[src/core/tas_regs.svh]
// register offsets, field positions and reset values of the temperature alarm register bank
// Notes on behaviour
// - configuration bit 7 set halts conversions and holds standby until cleared.
// - writing one to configuration bit 6 resets every register, then clears itself.
// - configuration bit 5 zero enables the serial bus timeout, one disables it.
// - configuration bit 1 one selects -64 to +191 C, zero selects 0 to +255 C.
// - alert mask: bit 7 remote 7, bit 6 local, bits 5..0 remote 6..1.
// - overtemp mask: bit 7 local, bits 6..0 remote 7..1; one suppresses output.
// - high alert status: bit 7 remote 7, bit 6 local, bits 5..0 remote 6..1.
// - overtemperature status flags report a channel above its overtemperature limit.
// - diode fault status flags report open or shorted remote sensing diodes.
// - low alert status flags report a channel below its low alert limit.
// - alert status bits clear on a completed read, set again at next conversion.
// - alert follows flags; clears on high status read or alert response completion.
// - alert clears even with fault present, reasserts after next conversion.
// - overtemp flags hold until temperature below limit minus 4 C or limit raised.
// - with standby bit zero the device converts continuously.
// - alerting device answers response address 19h with its own address, then clears.
// - the 8-bit command byte selects the register for following reads and writes.
`ifndef TAS_REGS_SVH
`define TAS_REGS_SVH

`define TAS_OFS_CFG         8'h41
`define TAS_OFS_ALERT_MASK  8'h42
`define TAS_OFS_OVERT_MASK  8'h43
`define TAS_OFS_HIGH_STAT   8'h44
`define TAS_OFS_OVERT_STAT  8'h45
`define TAS_OFS_FAULT_STAT  8'h46
`define TAS_OFS_LOW_STAT    8'h47

`define TAS_CFG_STANDBY_BIT 7
`define TAS_CFG_SOFTRST_BIT 6
`define TAS_CFG_TODIS_BIT   5
`define TAS_CFG_WIDE_BIT    1
`define TAS_CFG_KEEP_MASK   8'ha2

`define TAS_RST_CFG         8'h00
`define TAS_RST_MASK        8'h00
`define TAS_RST_STAT        8'h00
`define TAS_RST_PTR         8'h00

`define TAS_ARA_BYTE        8'h19
`define TAS_BYTE_BITS       4'h8

`endif

[src/core/tas_pkg.sv]
// types shared by the temperature alarm register bank
package tas_pkg;

	typedef enum logic [3:0] {
		TAS_IDLE      = 4'b0000,
		TAS_ADDR      = 4'b0001,
		TAS_ACK_ADDR  = 4'b0010,
		TAS_CMD       = 4'b0011,
		TAS_ACK_CMD   = 4'b0100,
		TAS_WDATA     = 4'b0101,
		TAS_ACK_WDATA = 4'b0110,
		TAS_TX        = 4'b0111,
		TAS_TX_ACK    = 4'b1000
	} tas_state_t;

	// results of one finished conversion round, in status register bit order
	typedef struct packed {
		logic       done;
		logic [7:0] high;
		logic [7:0] low;
		logic [7:0] over;
		logic [7:0] release_ok;
		logic [6:0] fault;
	} tas_conv_t;

	typedef struct packed {
		logic standby;
		logic run;
		logic wide_range_select;
		logic timeout_en;
	} tas_ctrl_t;

endpackage

[src/core/tas_bank.sv]
// serial register bank with alert and overtemperature outputs of the temperature monitor
`timescale 1ns/1ps
`include "tas_regs.svh"

module tas_bank
	import tas_pkg::*;
#(
	parameter logic [6:0] SLAVE_ADDR = 7'h2a  // arbitrary default, set per board
)
(
	// clock and reset
	input  wire logic       mclk,
	input  wire logic       rst,
	// serial link pins
	input  wire logic       scl_in,
	input  wire logic       sda_in,
	output logic            sda_out,
	output logic            sda_oe,
	// conversion engine
	input  wire tas_conv_t  conv,
	output tas_ctrl_t       ctrl,
	// open-drain alarm pins, enable high pulls the line low
	output logic            alert_oe,
	output logic            overt_oe
);

	logic [1:0]  scl_sync;
	logic [1:0]  sda_sync;
	logic        scl_d;
	logic        sda_d;
	logic        scl_rise;
	logic        scl_fall;
	logic        bus_start;
	logic        bus_stop;
	tas_state_t  state;
	logic [3:0]  cnt;
	logic [7:0]  sh;
	logic [7:0]  tx;
	logic        is_ara;
	logic        is_read;
	logic        cmd_stb;
	logic        wr_stb;
	logic        rd_stb;
	logic        ara_done;
	logic        soft_rst;
	logic        reg_rst;
	logic [7:0]  ptr;
	logic [7:0]  cfg;
	logic [7:0]  alert_mask;
	logic [7:0]  overt_mask;
	logic [7:0]  high_stat;
	logic [7:0]  low_stat;
	logic [7:0]  overt_stat;
	logic [7:0]  fault_stat;
	logic        alert_lat;
	logic [7:0]  rd_data;
	logic        conv_ok;
	logic [7:0]  next_high;
	logic [7:0]  next_low;
	logic [7:0]  next_overt;
	logic        next_alert;

	// pin synchronisers; the first stage feeds only the second
	always_ff @(posedge mclk)
	begin
		if (rst)
		begin
			scl_sync <= 2'h3;
			sda_sync <= 2'h3;
			scl_d    <= 1'b1;
			sda_d    <= 1'b1;
		end
		else
		begin
			scl_sync <= {scl_sync[0], scl_in};
			sda_sync <= {sda_sync[0], sda_in};
			scl_d    <= scl_sync[1];
			sda_d    <= sda_sync[1];
		end
	end

	assign scl_rise  = scl_sync[1] & ~scl_d;
	assign scl_fall  = ~scl_sync[1] & scl_d;
	assign bus_start = scl_sync[1] & scl_d & sda_d & ~sda_sync[1];
	assign bus_stop  = scl_sync[1] & scl_d & ~sda_d & sda_sync[1];
	assign sda_out   = 1'b0;

	// serial slave: bits taken on scl rise, driven on scl fall
	always_ff @(posedge mclk)
	begin
		cmd_stb  <= 1'b0;
		wr_stb   <= 1'b0;
		rd_stb   <= 1'b0;
		ara_done <= 1'b0;
		if (rst)
		begin
			state   <= TAS_IDLE;
			cnt     <= 4'h0;
			sh      <= 8'h00;
			tx      <= 8'h00;
			is_ara  <= 1'b0;
			is_read <= 1'b0;
			sda_oe  <= 1'b0;
		end
		else if (bus_start)
		begin
			state  <= TAS_ADDR;
			cnt    <= 4'h0;
			sda_oe <= 1'b0;
		end
		else if (bus_stop)
		begin
			state  <= TAS_IDLE;
			sda_oe <= 1'b0;
		end
		else
		begin
			case (state)
				TAS_ADDR, TAS_CMD, TAS_WDATA:
				begin
					if (scl_rise)
					begin
						sh  <= {sh[6:0], sda_sync[1]};
						cnt <= cnt + 4'h1;
					end
					else if (scl_fall && cnt == `TAS_BYTE_BITS)
					begin
						cnt <= 4'h0;
						if (state == TAS_ADDR)
						begin
							is_read <= sh[0];
							is_ara  <= 1'b0;
							if (sh[7:1] == SLAVE_ADDR)
							begin
								sda_oe <= 1'b1;
								state  <= TAS_ACK_ADDR;
							end
							else if (sh == `TAS_ARA_BYTE && alert_oe)
							begin
								is_ara <= 1'b1;
								sda_oe <= 1'b1;
								state  <= TAS_ACK_ADDR;
							end
							else
								state <= TAS_IDLE;
						end
						else if (state == TAS_CMD)
						begin
							cmd_stb <= 1'b1;
							sda_oe  <= 1'b1;
							state   <= TAS_ACK_CMD;
						end
						else
						begin
							wr_stb <= 1'b1;
							sda_oe <= 1'b1;
							state  <= TAS_ACK_WDATA;
						end
					end
				end
				TAS_ACK_ADDR:
				begin
					if (scl_fall)
					begin
						if (is_read)
						begin
							tx     <= is_ara ? {SLAVE_ADDR, 1'b0} : rd_data;
							sda_oe <= is_ara ? ~SLAVE_ADDR[6] : ~rd_data[7];
							state  <= TAS_TX;
						end
						else
						begin
							sda_oe <= 1'b0;
							state  <= TAS_CMD;
						end
					end
				end
				TAS_ACK_CMD, TAS_ACK_WDATA:
				begin
					if (scl_fall)
					begin
						sda_oe <= 1'b0;
						state  <= TAS_WDATA;
					end
				end
				TAS_TX:
				begin
					if (scl_rise)
					begin
						cnt <= cnt + 4'h1;
						// a released one seen low means another responder won
						if (!sda_oe && !sda_sync[1])
							state <= TAS_IDLE;
					end
					else if (scl_fall)
					begin
						if (cnt == `TAS_BYTE_BITS)
						begin
							sda_oe <= 1'b0;
							state  <= TAS_TX_ACK;
						end
						else
						begin
							tx     <= {tx[6:0], 1'b0};
							sda_oe <= ~tx[6];
						end
					end
				end
				TAS_TX_ACK:
				begin
					if (scl_rise)
					begin
						cnt <= 4'h0;
						if (is_ara)
							ara_done <= 1'b1;
						else
							rd_stb <= 1'b1;
						if (sda_sync[1])
							state <= TAS_IDLE;
					end
					else if (scl_fall)
					begin
						tx     <= rd_data;
						sda_oe <= ~rd_data[7];
						state  <= TAS_TX;
					end
				end
				default:
				begin
					state  <= TAS_IDLE;
					sda_oe <= 1'b0;
				end
			endcase
		end
	end

	assign reg_rst = rst | soft_rst;
	// self-clearing reset bit: one cycle of bank reset, never read back as one
	always_ff @(posedge mclk)
	begin
		if (rst)
			soft_rst <= 1'b0;
		else
			soft_rst <= wr_stb && ptr == `TAS_OFS_CFG && sh[`TAS_CFG_SOFTRST_BIT];
	end

	always_ff @(posedge mclk)
	begin
		if (reg_rst)
			ptr <= `TAS_RST_PTR;
		else if (cmd_stb)
			ptr <= sh;
	end

	always_ff @(posedge mclk)
	begin
		if (reg_rst)
		begin
			cfg        <= `TAS_RST_CFG;
			alert_mask <= `TAS_RST_MASK;
			overt_mask <= `TAS_RST_MASK;
		end
		else if (wr_stb)
		begin
			case (ptr)
				// reserved bits are dropped even if the host breaks the zero convention
				`TAS_OFS_CFG:        cfg <= sh & `TAS_CFG_KEEP_MASK;
				`TAS_OFS_ALERT_MASK: alert_mask <= sh;
				`TAS_OFS_OVERT_MASK: overt_mask <= sh;
				default:             cfg <= cfg;
			endcase
		end
	end

	assign ctrl.standby           = cfg[`TAS_CFG_STANDBY_BIT];
	assign ctrl.run               = ~cfg[`TAS_CFG_STANDBY_BIT];
	assign ctrl.timeout_en        = ~cfg[`TAS_CFG_TODIS_BIT];
	assign ctrl.wide_range_select = cfg[`TAS_CFG_WIDE_BIT];

	// results that arrive in standby are stale and dropped
	assign conv_ok = conv.done & ~cfg[`TAS_CFG_STANDBY_BIT];

	// a flag set in the cycle of its read-clear survives
	always_comb
	begin
		next_high  = high_stat & ~{8{rd_stb && ptr == `TAS_OFS_HIGH_STAT}};
		next_low   = low_stat & ~{8{rd_stb && ptr == `TAS_OFS_LOW_STAT}};
		next_overt = overt_stat;
		next_alert = alert_lat & ~((rd_stb && ptr == `TAS_OFS_HIGH_STAT) | ara_done);
		if (conv_ok)
		begin
			next_high  = next_high | conv.high;
			next_low   = next_low | conv.low;
			next_overt = (overt_stat & ~conv.release_ok) | conv.over;
			if (|((conv.high | conv.low) & ~alert_mask))
				next_alert = 1'b1;
		end
	end

	always_ff @(posedge mclk)
	begin
		if (reg_rst)
		begin
			high_stat  <= `TAS_RST_STAT;
			low_stat   <= `TAS_RST_STAT;
			overt_stat <= `TAS_RST_STAT;
			alert_lat  <= 1'b0;
			fault_stat <= `TAS_RST_STAT;
			alert_oe   <= 1'b0;
			overt_oe   <= 1'b0;
		end
		else
		begin
			high_stat  <= next_high;
			low_stat   <= next_low;
			overt_stat <= next_overt;
			alert_lat  <= next_alert;
			// fault flags mirror the latest round; bit 7 has no channel
			fault_stat <= conv_ok ? {1'b0, conv.fault} : fault_stat;
			alert_oe   <= next_alert & |((next_high | next_low) & ~alert_mask);
			overt_oe   <= |(next_overt & ~overt_mask);
		end
	end

	always_comb
	begin
		case (ptr)
			`TAS_OFS_CFG:        rd_data = cfg;
			`TAS_OFS_ALERT_MASK: rd_data = alert_mask;
			`TAS_OFS_OVERT_MASK: rd_data = overt_mask;
			`TAS_OFS_HIGH_STAT:  rd_data = high_stat;
			`TAS_OFS_OVERT_STAT: rd_data = overt_stat;
			`TAS_OFS_FAULT_STAT: rd_data = fault_stat;
			`TAS_OFS_LOW_STAT:   rd_data = low_stat;
			default:             rd_data = 8'h00;
		endcase
	end

endmodule

[config.mk]
export PLATFORM = sky130hd
export DESIGN_NAME = tas_bank
export DESIGN_NICKNAME = d
export VERILOG_FILES = /design/src/core/tas_pkg.sv /design/src/core/tas_bank.sv
export VERILOG_INCLUDE_DIRS = /design/src /design/src/core
export SDC_FILE = /design/constraint.sdc
export NUM_CORES = 1
export LEC_CHECK = 0
export CAP_MARGIN = 10
export CORE_ASPECT_RATIO = 2
export CORE_MARGIN = 5
export CORE_UTILIZATION = 60
export DETAILED_ROUTE_END_ITERATION = 12
export DONT_BUFFER_PORTS = 1
export GPL_TIMING_DRIVEN = 1
export PLACE_DENSITY = 0.73
export SYNTH_ARGS = -nofsm -noshare
export SYNTH_HDL_FRONTEND = slang
export SYNTH_SLANG_ARGS = --single-unit
[constraint.sdc]
create_clock -name mclk -period 5.9 [get_ports mclk]
set_input_delay 0.295 -clock mclk [delete_from_list [all_inputs] [get_ports mclk]]
set_output_delay 0.295 -clock mclk [all_outputs]
set_load 0.02 [all_outputs]
==> flow_metrics.env, run 1 <==
export IMPL_drv_slew=0
export IMPL_yosys_warnings=0
export IMPL_row_count=46
export IMPL_rsz0062_at_grt="false"
export IMPL_cts_root_buf="clkbuf_16"
export IMPL_fin_ws_ps=3337
export IMPL_die_x_microns=73.32
export IMPL_area_growth_pct=5.410
export IMPL_yosysMostFrequentCell="dfxtp_1"
export IMPL_drt_total_wl_microns=12850
export IMPL_syn_avg_cell_area_sq_um=8.876
export IMPL_internal_power_mw=1.176
export IMPL_p_sw_share_pct=27.66
export IMPL_p_clk_share_pct=37.9
export IMPL_power_frac_seq_pct=46.1
export IMPL_p_comb_share_pct=16.0
export IMPL_grt_max_degree=61
export IMPL_layout_drive_gt1_share_pct=10.54
export IMPL_wl_per_cell_microns=20.79
export IMPL_r2r_slack_ps=3340
export IMPL_clockBufferDepth=2
export IMPL_htree_levels=3
export IMPL_syn_nets=591
export IMPL_drtPass1Iterations=5
export IMPL_final_antenna_net_count=0
export IMPL_post_cts_resized=0
export IMPL_worst_r2r_cell_count=6
export IMPL_final_setup_viol_count=0
export IMPL_finalPower_mw=1.626
export IMPL_n_fill_cell=664
export IMPL_io_buffer_count=0
export IMPL_maxCapViolCount=0
export IMPL_r2r_start="ptr[2]"
export IMPL_hold_viol=0
export IMPL_peakVddDrop_mv=0.1778
export IMPL_die_area_sq_mm=0.01002
export IMPL_ys_types=68
export IMPL_syn_inst=542
export IMPL_r2r_end="alert_oe"
export IMPL_crit_type="reg2reg"
export IMPL_ios=52
export IMPL_antenna_found_initial=0
export IMPL_status="completed"
export IMPL_gp_congestion=0.9120
export IMPL_arrival_ps=2790
export IMPL_ys_async_sr_fraction_pct=0
export IMPL_switching_power_uw=449.8
export IMPL_n_antenna_cell=0
export IMPL_period_needed_ps=2563
export IMPL_cellPowerDensity_mw_per_mm2=320.6
export IMPL_critPathMaxFanout=19
export IMPL_numCtsBuffers=9
export IMPL_ys_ff_latch=98
export IMPL_start_util_pct=61.01
export IMPL_post_cts_setup_buffers=0
export IMPL_synth_top_area_share_pct=40.78
export IMPL_yosys_top_cells_area="dfxtp_1 (41%), mux2i_1 (6.2%), nor2_1 (6.0%)"
export IMPL_grt_total_usage_pct=27.11
export IMPL_synth_edf_count=0
export IMPL_pre_cts_ws_ps=3359
export IMPL_grt_pass1_wl_microns=20480
export IMPL_finClkSkew_ps=6.777
export IMPL_cts_tree="built"
export IMPL_min_from="rst"
export IMPL_crit_path_start_kind="flip-flop"
export IMPL_timing_setup_tns_ps=0
export IMPL_min_period_over_period_pct=43.45
export IMPL_ys_seq_area_share_pct=40.78
export IMPL_cts_hold_buf=0
export IMPL_hpwl_microns=9714
export IMPL_drt_iter0_drc=194
export IMPL_die_h_microns=136.6
export IMPL_clk_pin_slew_ps=70
export IMPL_drc_errors=0
export IMPL_coreArea_sq_mm=0.007885
export IMPL_cts_sinks=98
export IMPL_worst_hold_path_endpoint="tx[2]"
export IMPL_finish_utilization_pct=64.31
export IMPL_num_vias=3979
export IMPL_endpoint_kind="flip-flop"
export IMPL_insertion_delay_ps=350
export IMPL_relSlewSlack_pct=25.75
export IMPL_nets=567
export IMPL_hp_class="in2reg"
export IMPL_synth_common_cells="dfxtp_1 (98), nor2_1 (77), nand2_1 (49)"
export IMPL_hold_path_depth=1
export IMPL_grt_pass1_vias=3941
export IMPL_fmax_ghz=0.3901
export IMPL_grt_remaining_overflow=0
export IMPL_tightest_slew_ps=1114
export IMPL_synthFlopType="dfxtp_1"
export IMPL_leakage_nw=1.874
export IMPL_yosys_area_top_type="dfxtp_1"
export IMPL_syn_cell_area_sq_mm=0.004811
export IMPL_avgViaCountPerCell=6.439
export IMPL_required_ps=6130
## registers in the layout, indices dropped and copies added (netlist names), 2 cells and up
register	count
low_stat	8
cnt	4
high_stat	8
overt_mask	8
sda_sync	2
overt_stat	8
ptr	8
fault_stat	7
scl_sync	2
alert_mask	8
sh	8
tx	7
state	4
cfg	3
## metrics by stage
| stage | hold slack (ps) | std cells | instance area [sq um] |
|---|---|---|---|
| floorplan | 389.5 | 542 | 4811 |
| global placement | 370.5 | 603 | 4762 |
| detailed placement | 372.8 | 603 | 4762 |
| CTS | 6.858 | 618 | 5071 |
| global route | 1.278 | 618 | 5071 |
| finish | 12.04 | 618 | 5071 |
## layout by cell type, fill, tap and decap left out, drive strengths merged, types with 4 or more instances in the layout
cell type  netlist  final
a211oi           8      8
a21oi           35     35
a22o            12     12
a22oi           25     25
clkbuf          13     10
dfxtp           98     98
ha               5      5
inv              9      9
mux2             8      8
mux2i           30     30
mux4             6      6
nand2           49     49
nand2b           9      9
nand3           16     16
nand3b           5      5
nor2            78     78
nor2b           24     24
nor3            11     11
nor3b            4      4
o21ai           12     12
o22ai           15     15
or2              9      9
## metal layers
metal  GRT usage, %  wire [microns]
met2          47.86            6931
met3          5.662             670
met5              0               0
met4          17.94             828
met1          27.83            4417
## cells by family after synthesis
family                     count (synthesis)  synth area share, %
AOI/OAI and AO/OA                        127                18.57
DFF                                       98                40.78
buffers and inverters                     45                4.421
and+or+nand+nor                          218                23.20
other                                      1              0.07795
xor gates and xnor gates                   4               0.7284
adders and majority gates                  5                1.300
muxes                                     44                10.92
## layout make-up
type | count | area [sq um] | share of cell area (%)
clock buffers | 10 | 229.0 | 4.515
clock inverters | 5 | 80.08 | 1.579
inverters | 9 | 33.78 | 0.6662
multi-input cells | 399 | 2639 | 52.04
flip-flops and latches | 98 | 1962 | 38.69
well taps | 96 | 120.1 | 2.369
repair buffers | 1 | 7.507 | 0.1480
## worst max-delay path, cell delays in order, from the launching register on
cell and delay (ps):
dfxtp_1 820, and4b_4 380, nand4_4 200, a22o_1 320
a221oi_2 190, o22ai_1 150, o41a_1 380
## how the worst max path moves through the flow
stage | slack (ps) | cells past startpoint | startpoint | end
global placement | 3450 | 6 | ptr[2] | alert_oe
finish | 3340 | 6 | ptr[2] | alert_oe
global route | 3220 | 5 | ptr[0] | alert_oe
detailed placement | 3360 | 6 | ptr[2] | alert_oe
floorplan | 3930 | 9 | cnt[0] | cnt[1]
CTS | 3360 | 6 | ptr[2] | alert_oe
## power by group through the flow
stage	Combinational [mW]	Sequential (mW)	Clock (mW)
2_1_floorplan	0.234	0.729	0
3_3_place_gp	0.254	0.762	0
3_5_place_dp	0.258	0.763	0
4_1_cts	0.259	0.748	0.621
5_1_grt	0.287	0.753	0.651
6_report	0.261	0.749	0.616
Power figures use the tool's default switching activity.
==> run 2, diff against run 1 <==
Settings changed: ABC_AREA from default to 1, CORE_UTILIZATION 60 to 57, PLACE_DENSITY 0.73 to 0.72.
Clock period 5.9 ns to 2.35 ns, I/O delays scaled along.
==> flow_metrics.env, run 2 <==
export IMPL_status="completed"
export IMPL_hold_viol=0
export IMPL_clockBufferDepth=2
export IMPL_drt_total_wl_microns=15260
export IMPL_drtPass1Iterations=5
export IMPL_r2r_start="ptr[7]"
export IMPL_synth_top_area_share_pct=41.05
export IMPL_min_from="rst"
export IMPL_numCtsBuffers=9
export IMPL_htree_levels=3
export IMPL_finClkSkew_ps=5.187
export IMPL_timing_setup_tns_ps=0
export IMPL_avgViaCountPerCell=5.659
export IMPL_layout_drive_gt1_share_pct=7.917
export IMPL_post_cts_resized=0
export IMPL_die_x_microns=74.75
export IMPL_grt_max_degree=35
export IMPL_nets=764
export IMPL_rsz0062_at_grt="false"
export IMPL_drt_iter0_drc=259
export IMPL_tightest_slew_ps=786.3
export IMPL_n_fill_cell=812
export IMPL_antenna_found_initial=0
export IMPL_final_antenna_net_count=0
export IMPL_whs_ps=5.582
export IMPL_grt_pass1_vias=4615
export IMPL_syn_inst=699
export IMPL_slowest_stage="dfxtp_1"
export IMPL_finalPower_mw=4.094
export IMPL_crit_type="reg2reg"
export IMPL_layout_commonest_cell="nand2_1"
export IMPL_syn_cell_area_sq_mm=0.004780
export IMPL_cp_startpoint="ptr[7]"
export IMPL_area_growth_pct=11.15
export IMPL_period_needed_ps=2058
export IMPL_cts_sinks=98
export IMPL_cts_root_buf="clkbuf_16"
export IMPL_ys_types=41
export IMPL_crit_path_start_kind="flip-flop"
export IMPL_max_stage_delay_ps=300
export IMPL_fin_ws_ps=292.2
export IMPL_syn_avg_cell_area_sq_um=6.838
export IMPL_crit_family="simple AND/OR/NAND/NOR gates"
export IMPL_finish_utilization_pct=64.53
export IMPL_ios=52
export IMPL_ys_async_sr_fraction_pct=0
export IMPL_n_antenna_cell=0
export IMPL_ys_seq_area_share_pct=41.05
export IMPL_yosys_area_top_type="dfxtp_1"
export IMPL_peakVddDrop_mv=0.6449
export IMPL_leakage_nw=2.319
export IMPL_start_util_pct=58.05
export IMPL_coreArea_sq_mm=0.008233
export IMPL_hp_class="in2reg"
export IMPL_hpwl_microns=11960
export IMPL_ys_ff_latch=98
export IMPL_synth_edf_count=0
export IMPL_wl_per_cell_microns=18.65
export IMPL_yosys_top_cells_area="dfxtp_1 (41%), nand2_1 (11%), a21oi_1 (8.9%)"
export IMPL_grt_remaining_overflow=0
export IMPL_maxCapViolCount=0
export IMPL_post_cts_setup_buffers=0
export IMPL_min_period_over_period_pct=87.57
export IMPL_synth_common_cells="nand2_1 (145), dfxtp_1 (98), nor2_1 (94)"
export IMPL_insertion_delay_ps=340
export IMPL_critical_path_buf_inv_count=2
export IMPL_grt_total_usage_pct=30.86
export IMPL_num_vias=4629
export IMPL_critPathMaxFanout=15
export IMPL_final_setup_viol_count=0
export IMPL_die_h_microns=139.5
export IMPL_synthFlopType="dfxtp_1"
export IMPL_die_area_sq_mm=0.01043
export IMPL_pre_cts_ws_ps=317.9
export IMPL_io_buffer_count=0
export IMPL_row_count=47
export IMPL_relSlewSlack_pct=47.26
export IMPL_crit_chain="inv_1, nand2_1, nor2_4, nand2_1, nor2_1, inv_1, o21ai_0, nor2_1, nand2_1, nand2_1, a21oi_1"
export IMPL_final_cell_mix="nand2_1 (145), dfxtp_1 (98), nor2_1 (94)"
export IMPL_crit_top_cell="nand2_1"
export IMPL_gp_congestion=0.9975
export IMPL_clk_pin_slew_ps=60
export IMPL_drv_slew=0
export IMPL_arrival_ps=2330
export IMPL_multiInputGateArea_sq_mm=0.002374
export IMPL_grt_pass1_wl_microns=23680
export IMPL_yosysMostFrequentCell="nand2_1"
export IMPL_yosys_warnings=0
export IMPL_fmax_ghz=0.4860
export IMPL_cts_tree="built"
export IMPL_cellPowerDensity_mw_per_mm2=770.5
export IMPL_seq_area_sq_mm=0.001962
export IMPL_endpoint_kind="flip-flop"
export IMPL_drc_errors=0
export IMPL_required_ps=2620
export IMPL_syn_nets=748
[run 2: timing repair]
item                       in CTS  in global routing
setup endpoints to repair       0                  0
hold buffers                   22                  0
hold endpoints to repair       30                  0
[run 2: layer usage]
metal  part of all wire, %  GRT usage (%)  vias to the layer above
li1                      -              -                     2301
met1                    32          27.31                     2102
met2                    55          57.12                      156
met3                   4.1          5.993                       70
met4                   8.6          22.89                        0
met5                     0              0                        -
[run 2: worst paths after layout]
check,endpoint,slack (ps),cells past startpoint
max,tx[6],290,11
min,cnt[0],6,3
max reg2reg,tx[6],290,11
min reg2reg,sda_sync[1],420,1
[run 2: power by group]
group | total (mW) | switching [mW] | internal (mW) | leakage, nW
Combinational | 0.856 | 0.561 | 0.295 | 1.39
Clock | 1.37 | 0.627 | 0.746 | 0.125
Sequential | 1.87 | 0.111 | 1.75 | 0.800
[run 2: through the flow]
| step | cells | area [sq um] |
|---|---|---|
| floorplan | 699 | 4780 |
| global placement | 780 | 4818 |
| detailed placement | 780 | 4818 |
| CTS | 818 | 5313 |
| global route | 818 | 5313 |
| finish | 818 | 5313 |
[run 2: worst min-delay path: cells and delay by family]
| kind | cells | cell delay, ps |
|---|---|---|
| compound gates | 2 | 150 |
| simple gates | 1 | 40 |
[run 2: cell families (layout without fill, tap and decap cells)]
logic type	after synthesis	count (layout)	synth area share (%)
fa+ha+maj	5	5	1.309
flops	98	98	41.05
buf+inv	107	128	9.293
other cells	1	1	0.07846
compound gates	170	170	19.03
simple gates	318	318	29.24
[run 2: final cells by class]
class,count,share of cell area [%]
Multi-Input combinational cell,494,44.68
Sequential cell,98,36.93
Inverter,84,5.935
Timing Repair Buffer,28,4.993
Clock buffer,12,4.640
Tap cell,98,2.308
Clock inverter,4,0.5181
